$ cat config.mk
export PLATFORM = sky130hd
export DESIGN_NAME = cpu_clock_wait_bus_control
export DESIGN_NICKNAME = d
export VERILOG_FILES = /design/src/shared/cpu_glue_pkg.sv /design/src/hdl/cpu_clock_wait_bus_control.sv
export SDC_FILE = /design/constraint.sdc
export NUM_CORES = 1
export LEC_CHECK = 0
export ABC_AREA = 1
export BUFFER_PORTS_ARGS = -buffer_cell sky130_fd_sc_hd__buf_2
export CAP_MARGIN = 20
export CELL_PAD_IN_SITES_DETAIL_PLACEMENT = 1
export CELL_PAD_IN_SITES_GLOBAL_PLACEMENT = 2
export CORE_MARGIN = 2
export CORE_UTILIZATION = 30
export DETAILED_ROUTE_END_ITERATION = 8
export PLACE_DENSITY_LB_ADDON = 0.1
export SYNTH_ARGS = -nofsm -noshare
export SYNTH_HDL_FRONTEND = slang
export SYNTH_SLANG_ARGS = --single-unit
$ cat constraint.sdc
create_clock -name clk_i -period 3.3 [get_ports clk_i]
set_input_delay 0.165 -clock clk_i [delete_from_list [all_inputs] [get_ports clk_i]]
set_output_delay 0.165 -clock clk_i [all_outputs]
set_load 0.005 [all_outputs]
$ cat src/shared/cpu_glue_pkg.sv
package cpu_glue_pkg;
	localparam int OSC_HZ = 16000000;
	localparam int CLK_HZ = 10000000;
	// Divider presets; the counter reloads after its last state for the current speed.
	localparam logic [3:0] PRESET_LOW = 4'h4;
	localparam logic [3:0] PRESET_HIGH = 4'h3;
	localparam logic [3:0] DIV_LAST_LOW = 4'hC;
	localparam logic [3:0] DIV_LAST_HIGH = 4'h6;
	localparam logic [3:0] HALF_LOW = 4'h8;
	localparam logic [3:0] HALF_HIGH = 4'h4;
	localparam int ONESHOT_CYCLES = 1000;
	localparam logic [15:0] FLOPPY_ADDR = 16'h37EC;
	localparam logic [15:0] IRQ_VECTOR = 16'h0038;
	localparam logic [15:0] LOWER_16K_TOP = 16'h3FFF;
	localparam logic [15:0] VIDEO_BASE = 16'h3C00;
	localparam logic [15:0] ROM_TOP = 16'h2FFF;
	localparam int REFRESH_BITS = 7;
	localparam logic [1:0] VIDEO_READ_WAITS = 2'h2;
	localparam logic [1:0] VIDEO_WRITE_WAITS = 2'h1;
	localparam logic [1:0] ROM_WAITS = 2'h1;

	typedef struct packed {
		logic rd_n;
		logic wr_n;
		logic mreq_n;
		logic iorq_n;
		logic m1_n;
		logic refresh_cycle_n_n;
	} cpu_ctl_t;

	typedef struct packed {
		logic internal_mem_read_n;
		logic internal_mem_write_n;
		logic external_read_out_n;
		logic external_write_out_n;
		logic io_output_strobe_n;
		logic io_input_strobe_n;
	} sys_strobe_t;
endpackage : cpu_glue_pkg

$ cat src/hdl/cpu_clock_wait_bus_control.sv
`timescale 1ns/1ns
// How it works
// - Fast mode divides oscillator by four, 4 MHz.
// - Force-low loads preset 1,0,0, divide by nine.
// - Fast mode loads preset 0,1,1.
// - At 4 MHz ROM reads assert wait.
// - Auto mode floppy access fires slowdown one-shot.
// - Return to fast speed only at cycle boundary.
// - Upper address held in transparent latch.
// - Refresh puts refresh address on low bits.
// - Data direction high drives toward processor.
// - One ROM wait, one or two video waits.
// - Program RAM accesses get no wait.
// - Expansion wait ORed into processor wait.
// - Interrupt passed to processor, vector 0038H.
// - Bus request tri-states address, data, control.
// - Read plus memory request gives read strobes.
// - Write plus memory request gives write strobes.
// - Graphics enable adds external read/write strobes in lower 16K.
// - I/O request decoded into output/input strobes.
// - Refresh clears the address-multiplex flip-flop.
// - 3-to-8 decode from A15, request, A12-A14.
module cpu_clock_wait_bus_control #(
	parameter int ONESHOT_LEN = cpu_glue_pkg::ONESHOT_CYCLES
) (
	// Clock and reset.
	input wire logic clk_i,
	input wire logic rst_i,
	// Speed control.
	input wire logic speed_select_switch_i,
	input wire logic auto_speed_switch_i,
	output logic cpu_clk_o,
	output logic cpu_clk_rise_o,
	output logic high_speed_active_n_o,
	output logic force_low_speed_n_o,
	// Processor side.
	input wire logic [15:0] cpu_addr_i,
	input wire cpu_glue_pkg::cpu_ctl_t cpu_ctl_i,
	input wire logic [7:0] cpu_data_i,
	output logic [7:0] cpu_data_o,
	output logic cpu_wait_n_o,
	output logic cpu_int_n_o,
	output logic cpu_busrq_n_o,
	// System side.
	input wire logic [7:0] sys_data_i,
	output logic [15:0] sys_addr_o,
	output logic [7:0] sys_data_o,
	output logic sys_addr_oe_n_o,
	output logic sys_data_oe_n_o,
	output logic sys_ctl_oe_n_o,
	output logic data_in_direction_o,
	output cpu_glue_pkg::sys_strobe_t strobes_o,
	output logic buffered_mem_request_n_o,
	output logic addr_mux_o,
	output logic column_strobe_n_o,
	output logic [7:0] region_select_n_o,
	output logic rom_read_n_o,
	// Configuration and expansion bus.
	input wire logic graphics_enable_i,
	input wire logic ext_wait_n_i,
	input wire logic ext_int_n_i,
	input wire logic ext_busrq_n_i
);

	////////////////////////////////////////////////////////////////////////////
	logic [3:0] div_r;
	logic [15:0] oneshot_r;
	logic slow_r;
	logic cpu_clk_r;
	logic fire;
	logic slow_req;
	logic div_wrap;

	// A manual slow request or a running one-shot selects the slow preset.
	assign fire = auto_speed_switch_i && !cpu_ctl_i.mreq_n && cpu_addr_i == cpu_glue_pkg::FLOPPY_ADDR;
	assign slow_req = !speed_select_switch_i || (oneshot_r != 16'h0000);
	assign force_low_speed_n_o = !slow_r;
	assign high_speed_active_n_o = slow_r;
	assign div_wrap = (div_r == (slow_r ? cpu_glue_pkg::DIV_LAST_LOW : cpu_glue_pkg::DIV_LAST_HIGH));

	always_ff @(posedge clk_i or posedge rst_i) begin
		if (rst_i) begin
			oneshot_r <= 16'h0000;
		end else if (fire) begin
			oneshot_r <= 16'(ONESHOT_LEN);
		end else if (oneshot_r != 16'h0000) begin
			oneshot_r <= oneshot_r - 16'h0001;
		end
	end

	// Speed only changes when the counter reloads, so no clock phase is cut short.
	always_ff @(posedge clk_i or posedge rst_i) begin
		if (rst_i) begin
			slow_r <= 1'b0;
			div_r <= cpu_glue_pkg::PRESET_HIGH;
		end else if (div_wrap) begin
			slow_r <= slow_req;
			div_r <= slow_req ? cpu_glue_pkg::PRESET_LOW : cpu_glue_pkg::PRESET_HIGH;
		end else begin
			div_r <= div_r + 4'h1;
		end
	end

	// The system clock stands in for the 16 MHz oscillator but runs here at CLK_HZ, 10 MHz.
	always_ff @(posedge clk_i or posedge rst_i) begin
		if (rst_i) begin
			cpu_clk_r <= 1'b0;
		end else if (div_wrap) begin
			cpu_clk_r <= 1'b1;
		end else if (div_r == (slow_r ? cpu_glue_pkg::HALF_LOW : cpu_glue_pkg::HALF_HIGH)) begin
			cpu_clk_r <= 1'b0;
		end
	end
	assign cpu_clk_o = cpu_clk_r;
	assign cpu_clk_rise_o = div_wrap;

	////////////////////////////////////////////////////////////////////////////
	logic bus_given;
	logic [7:0] upper_r;
	logic in_lower16k;
	logic rom_sel;
	logic video_sel;
	logic [1:0] wait_cnt_r;
	logic wait_extend_hold;
	logic cycle_active_r;
	logic mem_cycle;

	assign bus_given = !ext_busrq_n_i;
	assign cpu_busrq_n_o = ext_busrq_n_i;
	assign sys_addr_oe_n_o = bus_given;
	assign sys_data_oe_n_o = bus_given;
	assign sys_ctl_oe_n_o = bus_given;
	assign cpu_int_n_o = ext_int_n_i;

	// Upper address is transparent while neither a memory request nor an I/O request holds it.
	always_ff @(posedge clk_i or posedge rst_i) begin
		if (rst_i) begin
			upper_r <= 8'h00;
		end else if (cpu_ctl_i.mreq_n && cpu_ctl_i.iorq_n) begin
			upper_r <= cpu_addr_i[15:8];
		end
	end

	always_ff @(posedge clk_i or posedge rst_i) begin
		if (rst_i) begin
			sys_addr_o <= 16'h0000;
		end else begin
			sys_addr_o[15:8] <= (cpu_ctl_i.mreq_n && cpu_ctl_i.iorq_n) ? cpu_addr_i[15:8] : upper_r;
			sys_addr_o[7:0] <= cpu_addr_i[7:0];
		end
	end

	always_ff @(posedge clk_i or posedge rst_i) begin
		if (rst_i) begin
			sys_data_o <= 8'h00;
			cpu_data_o <= 8'h00;
		end else begin
			sys_data_o <= cpu_data_i;
			cpu_data_o <= sys_data_i;
		end
	end
	assign data_in_direction_o = !cpu_ctl_i.rd_n;

	assign in_lower16k = cpu_addr_i <= cpu_glue_pkg::LOWER_16K_TOP;
	assign rom_sel = cpu_addr_i <= cpu_glue_pkg::ROM_TOP;
	assign video_sel = in_lower16k && cpu_addr_i >= cpu_glue_pkg::VIDEO_BASE;
	assign mem_cycle = !cpu_ctl_i.mreq_n && cpu_ctl_i.refresh_cycle_n_n && bus_given == 1'b0;
	assign rom_read_n_o = !(mem_cycle && !cpu_ctl_i.rd_n && rom_sel);
	assign buffered_mem_request_n_o = cpu_ctl_i.mreq_n;

	// Waits are counted in processor clocks; program RAM never starts a count.
	assign wait_extend_hold = video_sel && !cpu_ctl_i.rd_n;
	always_ff @(posedge clk_i or posedge rst_i) begin
		if (rst_i) begin
			wait_cnt_r <= 2'h0;
			cycle_active_r <= 1'b0;
		end else if (!mem_cycle || (cpu_ctl_i.rd_n && cpu_ctl_i.wr_n)) begin
			wait_cnt_r <= 2'h0;
			cycle_active_r <= 1'b0;
		end else if (!cycle_active_r) begin
			cycle_active_r <= 1'b1;
			if (!slow_r && !rom_read_n_o) begin
				wait_cnt_r <= cpu_glue_pkg::ROM_WAITS;
			end else if (!slow_r && video_sel) begin
				wait_cnt_r <= wait_extend_hold ? cpu_glue_pkg::VIDEO_READ_WAITS
					: cpu_glue_pkg::VIDEO_WRITE_WAITS;
			end else begin
				wait_cnt_r <= 2'h0;
			end
		end else if (div_wrap && wait_cnt_r != 2'h0) begin
			wait_cnt_r <= wait_cnt_r - 2'h1;
		end
	end
	assign cpu_wait_n_o = (wait_cnt_r == 2'h0) && ext_wait_n_i;

	////////////////////////////////////////////////////////////////////////////
	logic lower_mem_disable;
	logic mux_r;
	cpu_glue_pkg::sys_strobe_t strb;

	assign lower_mem_disable = graphics_enable_i && in_lower16k;
	always_comb begin
		strb.internal_mem_read_n = !(mem_cycle && !cpu_ctl_i.rd_n);
		strb.external_read_out_n = !(mem_cycle && !cpu_ctl_i.rd_n && lower_mem_disable);
		strb.internal_mem_write_n = !(mem_cycle && !cpu_ctl_i.wr_n);
		strb.external_write_out_n = !(mem_cycle && !cpu_ctl_i.wr_n && lower_mem_disable);
		strb.io_output_strobe_n = !(!bus_given && !cpu_ctl_i.iorq_n && !cpu_ctl_i.wr_n);
		strb.io_input_strobe_n = !(!bus_given && !cpu_ctl_i.iorq_n && !cpu_ctl_i.rd_n);
	end
	assign strobes_o = strb;

	always_ff @(posedge clk_i or posedge rst_i) begin
		if (rst_i) begin
			mux_r <= 1'b0;
		end else if (!cpu_ctl_i.refresh_cycle_n_n) begin
			mux_r <= 1'b0;
		end else begin
			mux_r <= !cpu_ctl_i.mreq_n;
		end
	end
	assign addr_mux_o = mux_r;
	assign column_strobe_n_o = !(mux_r && cpu_ctl_i.refresh_cycle_n_n);

	// The decoder is enabled only by a low A15 and an active memory request.
	always_comb begin
		region_select_n_o = 8'hFF;
		if (!cpu_addr_i[15] && !cpu_ctl_i.mreq_n) begin
			region_select_n_o[cpu_addr_i[14:12]] = 1'b0;
		end
	end

	////////////////////////////////////////////////////////////////////////////
	property p_fast_wrap;
		@(posedge clk_i) disable iff (rst_i) (div_wrap && !slow_req) |-> ##4 div_wrap;
	endproperty
	a_fast_wrap: assert property (p_fast_wrap) else $error("fast divider not four");
	property p_slow_nine;
		@(posedge clk_i) disable iff (rst_i) (div_wrap && slow_req) |=> !div_wrap [*8] ##1 div_wrap;
	endproperty
	a_slow_nine: assert property (p_slow_nine) else $error("slow divider not nine");
	property p_rom_wait;
		@(posedge clk_i) disable iff (rst_i)
			$rose(cycle_active_r) && !$past(slow_r) && !$past(rom_read_n_o) && ext_wait_n_i
			|-> !cpu_wait_n_o;
	endproperty
	a_rom_wait: assert property (p_rom_wait) else $error("rom wait missing");
	property p_oneshot;
		@(posedge clk_i) disable iff (rst_i) fire |=> oneshot_r == 16'(ONESHOT_LEN);
	endproperty
	a_oneshot: assert property (p_oneshot) else $error("one-shot not loaded");
	property p_speed_sync;
		@(posedge clk_i) disable iff (rst_i) !div_wrap |=> $stable(slow_r);
	endproperty
	a_speed_sync: assert property (p_speed_sync) else $error("speed changed mid cycle");
	property p_ext_wait;
		@(posedge clk_i) disable iff (rst_i) !ext_wait_n_i |-> !cpu_wait_n_o;
	endproperty
	a_ext_wait: assert property (p_ext_wait) else $error("external wait lost");
	property p_busrq;
		@(posedge clk_i) disable iff (rst_i)
			!ext_busrq_n_i |-> sys_addr_oe_n_o && sys_data_oe_n_o && strobes_o.internal_mem_read_n;
	endproperty
	a_busrq: assert property (p_busrq) else $error("buffers not released");
	property p_ext_read;
		@(posedge clk_i) disable iff (rst_i)
			!strobes_o.external_read_out_n |-> !strobes_o.internal_mem_read_n && graphics_enable_i;
	endproperty
	a_ext_read: assert property (p_ext_read) else $error("bad external read");
	property p_refresh_mux;
		@(posedge clk_i) disable iff (rst_i) !cpu_ctl_i.refresh_cycle_n_n |=> !addr_mux_o;
	endproperty
	a_refresh_mux: assert property (p_refresh_mux) else $error("mux not cleared");
	c_slow: cover property (@(posedge clk_i) disable iff (rst_i) fire ##1 slow_r [*3]);
	c_rom: cover property (@(posedge clk_i) disable iff (rst_i) !cpu_wait_n_o && !rom_read_n_o);
	c_bus: cover property (@(posedge clk_i) disable iff (rst_i) !ext_busrq_n_i);
	c_video: cover property (@(posedge clk_i) disable iff (rst_i) !cpu_wait_n_o && wait_extend_hold);
	c_refresh: cover property (@(posedge clk_i) disable iff (rst_i)
		!cpu_ctl_i.refresh_cycle_n_n && !addr_mux_o);

	////////////////////////////////////////////////////////////////////////////
	// The wait checks look one cycle back, since the count loads from the previous inputs.
	property p_fast_preset;
		@(posedge clk_i) disable iff (rst_i)
			(div_wrap && !slow_req) |=> div_r == cpu_glue_pkg::PRESET_HIGH;
	endproperty
	a_fast_preset: assert property (p_fast_preset) else $error("fast preset wrong");
	property p_slow_preset;
		@(posedge clk_i) disable iff (rst_i)
			(div_wrap && slow_req) |=> div_r == cpu_glue_pkg::PRESET_LOW;
	endproperty
	a_slow_preset: assert property (p_slow_preset) else $error("slow preset wrong");
	property p_oneshot_slow;
		@(posedge clk_i) disable iff (rst_i) (oneshot_r != 16'h0000 && div_wrap) |=> slow_r;
	endproperty
	a_oneshot_slow: assert property (p_oneshot_slow) else $error("one-shot not slowing");
	property p_auto_return;
		@(posedge clk_i) disable iff (rst_i)
			(speed_select_switch_i && oneshot_r == 16'h0000 && div_wrap) |=> !slow_r;
	endproperty
	a_auto_return: assert property (p_auto_return) else $error("fast speed not restored");
	property p_upper_hold;
		@(posedge clk_i) disable iff (rst_i)
			!cpu_ctl_i.mreq_n |=> sys_addr_o[15:8] == $past(upper_r);
	endproperty
	a_upper_hold: assert property (p_upper_hold) else $error("upper address moved");
	property p_refresh_addr;
		@(posedge clk_i) disable iff (rst_i)
			!cpu_ctl_i.refresh_cycle_n_n |=> {9'h000, sys_addr_o[6:0]} == ($past(cpu_addr_i) & 16'h007F);
	endproperty
	a_refresh_addr: assert property (p_refresh_addr) else $error("refresh address lost");
	property p_data_dir;
		@(posedge clk_i) disable iff (rst_i) data_in_direction_o == !cpu_ctl_i.rd_n;
	endproperty
	a_data_dir: assert property (p_data_dir) else $error("data direction wrong");
	property p_video_read_wait;
		@(posedge clk_i) disable iff (rst_i)
			$rose(cycle_active_r) && !$past(slow_r) && $past(wait_extend_hold)
			|-> wait_cnt_r == cpu_glue_pkg::VIDEO_READ_WAITS;
	endproperty
	a_video_read_wait: assert property (p_video_read_wait) else $error("video wait wrong");
	property p_ram_nowait;
		@(posedge clk_i) disable iff (rst_i)
			$rose(cycle_active_r) && !$past(video_sel) && $past(rom_read_n_o)
			|-> wait_cnt_r == 2'h0;
	endproperty
	a_ram_nowait: assert property (p_ram_nowait) else $error("program memory waited");
	property p_int_pass;
		@(posedge clk_i) disable iff (rst_i) cpu_int_n_o == ext_int_n_i;
	endproperty
	a_int_pass: assert property (p_int_pass) else $error("interrupt not passed");
	property p_ext_write;
		@(posedge clk_i) disable iff (rst_i)
			!strobes_o.external_write_out_n |-> !strobes_o.internal_mem_write_n && graphics_enable_i;
	endproperty
	a_ext_write: assert property (p_ext_write) else $error("bad external write");
	property p_lower_disable;
		@(posedge clk_i) disable iff (rst_i)
			!strobes_o.external_read_out_n |-> cpu_addr_i <= cpu_glue_pkg::LOWER_16K_TOP;
	endproperty
	a_lower_disable: assert property (p_lower_disable) else $error("disable outside 16K");
	property p_io_out;
		@(posedge clk_i) disable iff (rst_i)
			(!cpu_ctl_i.iorq_n && !cpu_ctl_i.wr_n && ext_busrq_n_i) |-> !strobes_o.io_output_strobe_n;
	endproperty
	a_io_out: assert property (p_io_out) else $error("io output strobe missing");
	property p_cas_refresh;
		@(posedge clk_i) disable iff (rst_i) !cpu_ctl_i.refresh_cycle_n_n |-> column_strobe_n_o;
	endproperty
	a_cas_refresh: assert property (p_cas_refresh) else $error("column strobe in refresh");
	property p_region;
		@(posedge clk_i) disable iff (rst_i)
			(!cpu_ctl_i.mreq_n && !cpu_addr_i[15]) |-> !region_select_n_o[cpu_addr_i[14:12]];
	endproperty
	a_region: assert property (p_region) else $error("region not selected");
endmodule : cpu_clock_wait_bus_control

==> results of run 1 <==
[kinds of logic (layout without fill, tap and decap cells)]
logic type,count (synthesis),count (layout),share of synthesized area
compound gates,16,16,0.0365
fa+ha+maj,5,5,0.0217
buf+inv,60,197,0.0883
simple gates,191,191,0.313
flops,58,58,0.505
xor+xnor,5,5,0.0152
mux,5,5,0.0196
[worst paths after layout]
kind | start | endpoint | cells past startpoint
setup / recovery | high_speed_active_n_o$_DFFE_PP0P_ | cpu_clk_rise_o | 5
hold / removal | rst_i | sys_data_o[4]$_DFF_PP0_ | 2
setup reg to reg | oneshot_r[0]$_DFFE_PP0P_ | div_r[2]$_DFF_PP0_ | 9
hold reg to reg | sys_addr_o[14]$_DFFE_PP0P_ | sys_addr_o[14]$_DFFE_PP0P_ | 2
max in group asynchronous | rst_i | sys_addr_o[4]$_DFF_PP0_ | 3
min in group clk_i | cpu_ctl_i[0] | addr_mux_o$_DFF_PP0_ | 3
[synthesized netlist by cell type]
cell | count | area (um^2)
inv_1 | 45 | 169
inv_2 | 7 | 26.3
nor2_1 | 50 | 188
buf_6 | 1 | 11.3
xor2_1 | 2 | 17.5
buf_2 | 2 | 10.0
nor2_4 | 3 | 33.8
and2_1 | 1 | 6.26
nand2_4 | 2 | 22.5
o21ai_1 | 2 | 10.0
buf_4 | 5 | 37.5
nand2_1 | 67 | 251
a211oi_1 | 1 | 7.51
mux2_2 | 5 | 56.3
dfstp_2 | 2 | 52.6
nand2_2 | 4 | 25.0
nand3_1 | 39 | 195
nor2_2 | 6 | 37.5
nand4_1 | 9 | 56.3
ha_1 | 5 | 62.6
a21oi_2 | 3 | 26.3
dfrtp_1 | 56 | 1400
o21ai_2 | 3 | 26.3
nor3_2 | 1 | 10.0
nor2_8 | 1 | 20.0
xnor2_1 | 3 | 26.3
nor3_1 | 2 | 10.0
o21ai_0 | 7 | 35.0
nand3b_1 | 6 | 45.0
[flip-flops by register name, summed over array words and instances, names as in the netlist, 2 cells and up]
register / cells
sys_addr_o: 16
oneshot_r: 16
sys_data_o: 8
wait_cnt_r: 2
div_r: 4
cpu_data_o: 8
[critical path: cells and delay by family, from the launching register on]
kind / cells / cell delay [ns]
buf+inv: 2 / 0.31
flops: 1 / 0.44
simple gates: 3 / 0.53
[stage by stage]
| stage | hold WS, ns | total power (W) | utilization | cells |
|---|---|---|---|---|
| floorplan | 0.196 | 0.000861 | - | 340 |
| global placement | 0.272 | 0.000949 | 0.378 | 566 |
| detailed placement | 0.274 | 0.000955 | 0.378 | 566 |
| CTS | 0.0395 | 0.00166 | 0.426 | 606 |
| global route | 0.0473 | 0.00173 | 0.426 | 606 |
| finish | 0.0363 | 0.00164 | 0.426 | 606 |
[cell type report]
type,count,area share
Clock buffer,9,0.0313
Clock inverter,7,0.0199
Inverter,52,0.0494
Multi-Input combinational cell,222,0.296
Sequential cell,58,0.368
Tap cell,129,0.0408
Timing Repair Buffer,129,0.195
[per-layer routing]
metal  wire length (um)  up-vias  track usage
li1                   -     1332            -
met1               3780     1265        0.219
met2               4190       61        0.293
met3                503        6       0.0520
met4                 88        0       0.0513
met5                  0        -            0
[power breakdown]
part	internal, W	switching (W)
logic	0.0000909	0.0000958
registers	0.000751	0.0000270
clock network	0.000353	0.000320
total	0.00120	0.000443
==> summary.md, run 1 <==
| Metric | Value |
|---|---|
| Crit path DAT | 1.63 ns |
| # rows | 35 |
| Crit-path max cell delay | 0.44 ns |
| Initial antenna violation count | 0 |
| Setup ws final | 1.51 ns |
| TritonCTS clock tree | built |
| Hold Path Class | primary input to asynchronous set/reset pin |
| Routed length per placed instance | 14.1 um |
| Slew @ Worst Pin | 0.936 ns |
| Yosys warns | 0 |
| Final min period | 1.79 ns |
| Post-CTS Setup Repair Bufs | 0 |
| DRT antenna net count | 0 |
| Number of remaining DRC errors | 0 |
| Cell variety after synth | 29 |
| Area Growth Syn to Fin | 37.4% |
| Most frequent cells in the layout | buf_2, nand2_1, dfrtp_1 |
| Fin area | 0.00395 mm^2 |
| Fin. Hold Viols | 0 |
| First-pass GRT wire length | 14.0 mm |
| Most common cell after layout, fill and taps aside | buf_2 |
| Clock Latency Late Sink | 0.34 ns |
| IO buf count | 103 |
| Ant diodes | 0 |
| Pleak | 1.99 nW |
| Dpl cell area | 0.00351 mm^2 |
| Area of the multi-input gates | 0.00117 mm^2 |
| Hpwl dp | 6.31 mm |
| Synthesized instance count | 340 |
| Slew Viols, Final | 0 |
| Slew HR | 0.375 |
| Syn_area_per_cell | 8.46 um^2 |
| FMAX | 558 MHz |
| Initial DRC count | 48 |
| Vias in the first global route | 2843 |
| Power Density | 414 mW/mm^2 |
| RD Place Congestion | 0.793 |
| CP Launch Type | register |
| Clock skew | 0.0167 ns |
| H-tree depth | 3 |
| CTS resizes | 0 |
| Synthesized area | 0.00288 mm^2 |
| Worst path slowest cell | dfrtp_1 |
| Pin count of the biggest net entering global routing | 46 |
| Worst EP required | 3.13 ns |
| Initial Utilization | 0.310 |
| CTS Buffer Depth | 2 |
| Yosys reg bits | 58 |
| Crit-path max FO | 8 |
| Run status | finished, final reports clean |
| Post-place setup slack | 1.66 ns |
| Max cap viols | 0 |
| Setup TNS | 0 ns |
| Pre-antenna DRT Iters | 4 |
| DR vias/cell | 4.40 |
| Total grt overflow | 0 |
| CP Class | register to output pin |
| R2R setup slack | 1.69 ns |
| WL final | 8.56 mm |
| Width of the die | 102 um |
| Syn Nets | 391 |
| IO Count | 107 |
| Fillers | 1181 |
| Share of cells above drive strength 1 | 0.333 |
| Sequential cell area | 0.00145 mm^2 |
| Final period util | 0.543 |
| Tot GR Track Use | 0.175 |
| Clock net sink count | 58 |
| Die area | 0.0104 mm^2 |
| CP endpoint kind | output pin |
| CTS clk-pin slew, worst paths | 0.08 ns |
| Root Buffer | clkbuf_8 |
| Worst VDD drop | 281 uV |
| Crit-path cells | inv_2 -> nand2_1 -> nand2_1 -> and2_1 -> buf_2 |
| Hold-fix buffers, CTS | 24 |
| # nets final | 523 |
| RSZ-0062 raised after global routing | no |
| Final setup vio count | 0 |
| Top cell by count, worst path | nand2_1 |
| Core area | 0.00928 mm^2 |
| Sequential element share of the synthesized area | 0.505 |
| Die Y | 102 um |
| Via count | 2664 |
| CTS Buf Count | 9 |
No activity file was read; power rests on OpenSTA's default activity.
==> inputs of run 2 (changes only) <==
--- a/config.mk
+++ b/config.mk
@@ -11,7 +11,7 @@
 export CELL_PAD_IN_SITES_DETAIL_PLACEMENT = 1
 export CELL_PAD_IN_SITES_GLOBAL_PLACEMENT = 2
 export CORE_MARGIN = 2
-export CORE_UTILIZATION = 30
+export CORE_UTILIZATION = 27
 export DETAILED_ROUTE_END_ITERATION = 8
 export PLACE_DENSITY_LB_ADDON = 0.1
 export SYNTH_ARGS = -nofsm -noshare
==> constraint.sdc (replaced) <==
create_clock -name clk_i -period 1.65 [get_ports clk_i]
set_input_delay 0.0825 -clock clk_i [delete_from_list [all_inputs] [get_ports clk_i]]
set_output_delay 0.0825 -clock clk_i [all_outputs]
set_load 0.005 [all_outputs]
==> summary.md, run 2 (synthesis results as in run 1) <==
| Metric | Value |
|---|---|
| Vias in the first global route | 3016 (was 2843) |
| Hold Path Class | primary input to register (was primary input to asynchronous set/reset pin) |
| Post-CTS Setup Repair Bufs | 0 (unchanged) |
| Die area | 0.0115 mm^2 (was 0.0104 mm^2) |
| Top Registers | oneshot_r x16, sys_addr_o x16 (unchanged) |
| Width of the die | 107 um (was 102 um) |
| DRT antenna net count | 0 (unchanged) |
| Slew Viols, Final | 0 (unchanged) |
| Share of cells above drive strength 1 | 0.340 (was 0.333) |
| Worst path slowest cell | dfrtp_1 (unchanged) |
| Clock skew | 0.00638 ns (was 0.0167 ns) |
| Slew HR | 0.717 (was 0.375) |
| IO Count | 107 (unchanged) |
| WL final | 8.60 mm (was 8.56 mm) |
| Final hold slack | 0.0136 ns (was 0.0363 ns) |
| CP Launch Type | register (unchanged) |
| Ant diodes | 0 (unchanged) |
| Comb pwr share | 0.105 (was 0.114) |
| Slew @ Worst Pin | 0.422 ns (was 0.936 ns) |
| Most common cell after layout, fill and taps aside | buf_2 (unchanged) |
| Number of remaining DRC errors | 0 (unchanged) |
| Top cell by count, worst path | nand2_4 (was nand2_1) |
| TritonCTS clock tree | built (unchanged) |
| Final min period | 1.51 ns |
| Tot GR Track Use | 0.162 (was 0.175) |
| DR vias/cell | 4.37 (was 4.40) |
| Power Density | 877 mW/mm^2 (was 414 mW/mm^2) |
| Clock net sink count | 58 (unchanged) |
| Die Y | 107 um (was 102 um) |
| Switch Pwr | 0.000892 W (was 0.000443 W) |
| Area Growth Syn to Fin | 42.8% (was 37.4%) |
| Clock power share | 0.464 (was 0.411) |
| Delay-heaviest family, CP | simple AND/OR/NAND/NOR gates (unchanged) |
| FMAX | 660 MHz |
| Crit-path cells | inv_1 -> ha_1 -> nand2_1 -> nor2_4 -> nand2_4 -> nor2_8 -> nand2_4 -> nand2_2 -> o21ai_2 (was inv_2 -> nand2_1 -> nand2_1 -> and2_1 -> buf_2) |
| IO buf count | 103 (unchanged) |
| CTS Buf Count | 9 (unchanged) |
| Crit-path max cell delay | 0.41 ns (was 0.44 ns) |
| First-pass GRT wire length | 14.6 mm (was 14.0 mm) |
| Clock Latency Late Sink | 0.34 ns (about the same) |
| Via count | 2716 (was 2664) |
| Hpwl dp | 6.29 mm (was 6.31 mm) |
| Final period util | 0.918 |
| Initial Utilization | 0.279 (was 0.310) |
| Sw Ratio | 0.247 (was 0.271) |
| Core area | 0.0103 mm^2 (was 0.00928 mm^2) |
| H-tree depth | 3 (unchanged) |
| Crit path DAT | 1.74 ns (was 1.63 ns) |
| Crit path buf inv count | 1 (was 2) |
| Run status | finished, final reports clean (unchanged) |
| CP endpoint kind | register (was output pin) |
| CP Class | register to register (was register to output pin) |
| Max cap viols | 0 (unchanged) |
| Routed length per placed instance | 13.8 um (was 14.1 um) |
| Most frequent cells in the layout | buf_2, nand2_1, dfrtp_1 (unchanged) |
| RSZ-0062 raised after global routing | no (unchanged) |
| RD Place Congestion | 0.769 (was 0.793) |
| Layout Utilization | 0.398 (was 0.426) |
| Total grt overflow | 0 (unchanged) |
| # nets final | 532 (was 523) |
| Internal Power | 0.00271 W (was 0.00120 W) |
| CTS clk-pin slew, worst paths | 0.07 ns (was 0.08 ns) |
| # rows | 37 (was 35) |
| Root Buffer | clkbuf_8 (unchanged) |
| Fin. Hold Viols | 0 (unchanged) |
| Pin count of the biggest net entering global routing | 59 (was 46) |
| Share of power burned in registers | 0.430 (was 0.475) |
| Pleak | 2.07 nW (was 1.99 nW) |
| Initial antenna violation count | 0 (unchanged) |
| Worst EP required | 1.88 ns (was 3.13 ns) |
| CTS Buffer Depth | 2 (unchanged) |
| Setup TNS | 0 ns (unchanged) |
| Initial DRC count | 88 (was 48) |
| Worst VDD drop | 489 uV (was 281 uV) |
| Final setup vio count | 0 (unchanged) |
| Crit-path max FO | 4 (was 8) |
| Pre-antenna DRT Iters | 4 (unchanged) |
run 2: power by group through the flow:
stage | clock, W | sequential (W) | combinational [W]
2_1_floorplan | 0 | 0.00158 | 0.000143
3_3_place_gp | 0 | 0.00158 | 0.000328
3_5_place_dp | 0 | 0.00158 | 0.000330
4_1_cts | 0.00174 | 0.00155 | 0.000384
5_1_grt | 0.00180 | 0.00156 | 0.000434
6_report | 0.00167 | 0.00155 | 0.000379
run 2: per-stage QoR:
step,setup slack [ns],instance area [um^2],cells,total power (W)
final,0.136,4110,622,0.00360
after global routing,0.0208,4110,622,0.00380
after CTS,0.0430,4100,622,0.00367
after detailed placement,0.130,3560,577,0.00191
after global placement,0.141,3560,577,0.00191
after floorplan,0.143,2880,340,0.00172
run 2: cell type report:
class	instances	area, um^2
fillers	1239	6220
flip-flops and latches	58	1450
multi-input cells	222	1180
repair buffers	138	863
inverters	52	195
well taps	136	170
clock inverters	7	125
clock buffers	9	124
run 2: final timing paths:
path	from	endpoint	slack (ns)	cells after the start
setup / recovery	oneshot_r[0]$_DFFE_PP0P_	high_speed_active_n_o$_DFFE_PP0P_	0.14	9
hold / removal	cpu_ctl_i[3]	addr_mux_o$_DFF_PP0_	0.01	2
setup reg to reg	oneshot_r[0]$_DFFE_PP0P_	high_speed_active_n_o$_DFFE_PP0P_	0.14	9
hold reg to reg	sys_addr_o[14]$_DFFE_PP0P_	sys_addr_o[14]$_DFFE_PP0P_	0.49	2
max in group asynchronous	rst_i	div_r[0]$_DFF_PP1_	0.99	4
min in group asynchronous	rst_i	sys_data_o[6]$_DFF_PP0_	0.34	4
run 2: timing repair:
item	in CTS	in global routing
setup endpoints to repair	1	4
gates resized for setup	1	2
pin swaps	0	0
hold buffers	29	0
hold endpoints to repair	85	0
run 2: per-layer routing:
layer	vias to the layer above	GRT usage	routed length (um)
li1	1347	-	-
met1	1299	0.205	3810
met2	66	0.263	4170
met3	4	0.0541	553
met4	0	0.0473	64
met5	-	0	0
==> inputs of run 3 (changes only) <==
--- a/config.mk
+++ b/config.mk
@@ -5,13 +5,12 @@
 export SDC_FILE = /design/constraint.sdc
 export NUM_CORES = 1
 export LEC_CHECK = 0
-export ABC_AREA = 1
 export BUFFER_PORTS_ARGS = -buffer_cell sky130_fd_sc_hd__buf_2
 export CAP_MARGIN = 20
 export CELL_PAD_IN_SITES_DETAIL_PLACEMENT = 1
 export CELL_PAD_IN_SITES_GLOBAL_PLACEMENT = 2
 export CORE_MARGIN = 2
-export CORE_UTILIZATION = 27
+export CORE_UTILIZATION = 28
 export DETAILED_ROUTE_END_ITERATION = 8
 export PLACE_DENSITY_LB_ADDON = 0.1
 export SYNTH_ARGS = -nofsm -noshare
==> summary.md, run 3 <==
| Metric | Value |
|---|---|
| Setup ws final | -0.342 ns (was 0.136 ns) |
| Comb pwr share | 0.117 (was 0.105) |
| Hold Path Class | primary input to register (unchanged) |
| Tot GR Track Use | 0.172 (was 0.162) |
| CTS Buffer Depth | 2 (unchanged) |
| Hold EP | cycle_active_r$_DFF_PP0_ (was addr_mux_o$_DFF_PP0_) |
| Sequential element share of the synthesized area | 0.571 (was 0.505) |
| Initial DRC count | 46 (was 88) |
| Final min period | 1.99 ns (was 1.51 ns) |
| Yosys reg bits | 58 (unchanged) |
| Total grt overflow | 0 (unchanged) |
| H-tree depth | 3 (unchanged) |
| Most common cell after layout, fill and taps aside | buf_2 (unchanged) |
| Post-place setup slack | -0.410 ns (was 0.130 ns) |
| Vias in the first global route | 2704 (was 3016) |
| CP Launch Type | register (unchanged) |
| Synthesized instance count | 228 (was 340) |
| Die area | 0.00988 mm^2 (was 0.0115 mm^2) |
| Root Buffer | clkbuf_8 (unchanged) |
| Clock skew | 0.0131 ns (was 0.00638 ns) |
| Synth Area in Compound Gates | 0.0643 (was 0.0365) |
| Slew HR | 0.662 (was 0.717) |
| Failing checks | setup timing |
| Die Y | 99.4 um (was 107 um) |
| Switch Pwr | 0.000842 W (was 0.000892 W) |
| Reg2reg start | oneshot_r[6]$_DFFE_PP0P_ (was oneshot_r[0]$_DFFE_PP0P_) |
| Synth area leaders | dfrtp_1, xnor2_1, mux2_2 (was dfrtp_1, nand2_1, nand3_1) |
| Max cap viols | 0 (unchanged) |
| Hpwl dp | 5.54 mm (was 6.29 mm) |
| # nets final | 458 (was 532) |
| IO Count | 107 (unchanged) |
| Count leader, synth | dfrtp_1 (was nand2_1) |
| Fraction of synthesized area in multiplexers | 0.0432 (was 0.0196) |
| R2R setup slack | -0.34 ns (was 0.14 ns) |
| Pin count of the biggest net entering global routing | 24 (was 59) |
| Crit-path max FO | 4 (unchanged) |
| Run status | finished, violations left (was finished, final reports clean) |
| Crit path DAT | 2.23 ns (was 1.74 ns) |
| DR vias/cell | 4.55 (was 4.37) |
| R2r worst-path depth | 6 (was 9) |
| Syn_area_per_cell | 11.2 um^2 (was 8.46 um^2) |
| Sw Ratio | 0.232 (was 0.247) |
| IO buf count | 103 (unchanged) |
| Async SR Flop Fraction | 1.00 (unchanged) |
| Pleak | 1.89 nW (was 2.07 nW) |
| Worst VDD drop | 576 uV (was 489 uV) |
| RD Place Congestion | 0.781 (was 0.769) |
| Number of remaining DRC errors | 0 (unchanged) |
| Syn Nets | 279 (was 391) |
| Fillers | 973 (was 1239) |
| # rows | 34 (was 37) |
| CTS Buf Count | 9 (unchanged) |
| TritonCTS clock tree | built (unchanged) |
| Adder-Cell Fraction of Synth Area | 0.0246 (was 0.0217) |
| Ant diodes | 0 (unchanged) |
| DRT antenna net count | 0 (unchanged) |
| Core area | 0.00876 mm^2 (was 0.0103 mm^2) |
| Final setup vio count | 24 (was 0) |
| Xor and xnor area share after synthesis | 0.0413 (was 0.0152) |
| Yosys top cell by area | dfrtp_1 (unchanged) |
| Fin. Hold Viols | 0 (unchanged) |
| Initial Utilization | 0.291 (was 0.279) |
| Number of cells on the worst hold path | 2 (unchanged) |
| Area Growth Syn to Fin | 65.8% (was 42.8%) |
| Final period util | 1.21 (was 0.918) |
| CP endpoint kind | register (unchanged) |
| Most frequent cells in the layout | buf_2, dfrtp_1, buf_4 (was buf_2, nand2_1, dfrtp_1) |
| Routed length per placed instance | 15.3 um (was 13.8 um) |
| Slew Viols, Final | 0 (unchanged) |
| Setup TNS | -5.28 ns (was 0 ns) |
| Cell variety after synth | 44 (was 29) |
| First-pass GRT wire length | 13.2 mm (was 14.6 mm) |
| Share of power burned in registers | 0.424 (was 0.430) |
| CTS clk-pin slew, worst paths | 0.08 ns (was 0.07 ns) |
| Slew @ Worst Pin | 0.507 ns (was 0.422 ns) |
| Worst EP required | 1.89 ns (was 1.88 ns) |
| Combinational family with the most area after synthesis | simple AND/OR/NAND/NOR gates (unchanged) |
| Clock Latency Late Sink | 0.34 ns (about the same) |
| Power Density | 858 mW/mm^2 (was 877 mW/mm^2) |
| CP Class | register to register (unchanged) |
| Pre-antenna DRT Iters | 4 (unchanged) |
| Width of the die | 99.4 um (was 107 um) |
| Yosys warns | 0 (unchanged) |
| Top cell type's share of synthesized area | 0.550 (was 0.487) |
| Hold Crit Start | cpu_ctl_i[5] (was cpu_ctl_i[3]) |
| List of most frequent post-synthesis cells | dfrtp_1, nand2_1, nor2_1 (was nand2_1, dfrtp_1, nor2_1) |
| Via count | 2364 (was 2716) |
| FMAX | 502 MHz (was 660 MHz) |
| WL final | 7.96 mm (was 8.60 mm) |
| Synth Area in Simple Gates | 0.214 (was 0.313) |
| Internal Power | 0.00278 W (was 0.00271 W) |
| EDFF count, synth | 0 (unchanged) |
| Share of cells above drive strength 1 | 0.495 (was 0.340) |
| RSZ-0062 raised after global routing | yes (was no) |
| Initial antenna violation count | 0 (unchanged) |
| Synthesized area | 0.00255 mm^2 (was 0.00288 mm^2) |
| Top Registers | oneshot_r x16, sys_addr_o x16 (unchanged) |
| Top_reg_cell synth | dfrtp_1 (unchanged) |
| Clock power share | 0.459 (was 0.464) |
| Clock net sink count | 58 (unchanged) |
| Reg2Reg Capture Point | oneshot_r[14]$_DFFE_PP0P_ (was high_speed_active_n_o$_DFFE_PP0P_) |
-- run 3: cell count changes after synthesis, moves of 5 or more --
cell	previous run	this run
a21oi_1	0	8
inv_1	45	14
inv_2	7	0
nand2_1	67	19
nand3_1	39	11
nand4_1	9	2
nor2_1	50	19
nor2b_1	0	6
or3_1	0	5
xnor2_1	3	11
-- run 3: how the worst max path moves through the flow --
stage | slack (ns) | end | startpoint | depth (start not counted)
finish | -0.34 | oneshot_r[14]$_DFFE_PP0P_ | oneshot_r[6]$_DFFE_PP0P_ | 6
global route | -0.40 | oneshot_r[14]$_DFFE_PP0P_ | oneshot_r[6]$_DFFE_PP0P_ | 6
CTS | -0.35 | oneshot_r[15]$_DFFE_PP0P_ | oneshot_r[6]$_DFFE_PP0P_ | 5
detailed placement | -0.41 | oneshot_r[15]$_DFFE_PP0P_ | oneshot_r[6]$_DFFE_PP0P_ | 5
global placement | -0.32 | oneshot_r[15]$_DFFE_PP0P_ | oneshot_r[6]$_DFFE_PP0P_ | 5
floorplan | -0.37 | oneshot_r[15]$_DFFE_PP0P_ | oneshot_r[6]$_DFFE_PP0P_ | 5
-- run 3: metal layers --
layer | GRT usage | vias up | wire length (um)
li1 | - | 1137 | -
met1 | 0.206 | 1145 | 3310
met2 | 0.285 | 74 | 3970
met3 | 0.0710 | 8 | 585
met4 | 0.0474 | 0 | 91
met5 | 0 | - | 0
-- run 3: kinds of logic after synthesis --
family,count (synthesis)
xor+xnor,12
buf+inv,23
simple gates,96
flops,58
compound gates,24
fa+ha+maj,5
mux,10
-- run 3: what timing repair did --
item                       CTS  global route
hold buffers                31             0
gates cloned                 0             0
resized for setup           20             9
hold endpoints to repair    50             0
pin swaps                    9             4
setup buffers                5             4
setup endpoints to repair   23            24
-- run 3: cell type report --
cell class | count | area, um^2 | area share
Clock buffer | 10 | 138 | 0.0326
Clock inverter | 6 | 114 | 0.0270
Inverter | 14 | 52.6 | 0.0124
Multi-Input combinational cell | 147 | 1120 | 0.266
Sequential cell | 58 | 1450 | 0.344
Tap cell | 108 | 135 | 0.0320
Timing Repair Buffer | 177 | 1210 | 0.286
-- run 3: critical path, stage by stage, from the launching register on --
cell and delay (ns):
dfrtp_1 0.38, or4_4 0.56, or4_4 0.46, buf_4 0.16, nor4_4 0.14, xnor2_1 0.16, nor2_2 0.04
-- run 3: metrics by stage --
step	area [um^2]	util	hold slack [ns]	cells	total power (W)
floorplan	2600	-	0.114	228	0.00170
global placement	3470	0.396	0.144	465	0.00191
detailed placement	3470	0.396	0.157	465	0.00192
CTS	4170	0.476	0.00592	517	0.00367
global route	4220	0.482	0.0144	520	0.00380
finish	4220	0.482	0.0223	520	0.00362
-- run 3: power groups by stage --
stage | sequential, W | clock (W) | combinational, W
after floorplan | 0.00157 | 0 | 0.000125
after global placement | 0.00156 | 0 | 0.000352
after detailed placement | 0.00156 | 0 | 0.000354
after CTS | 0.00154 | 0.00171 | 0.000421
after global routing | 0.00155 | 0.00178 | 0.000471
final | 0.00154 | 0.00166 | 0.000423
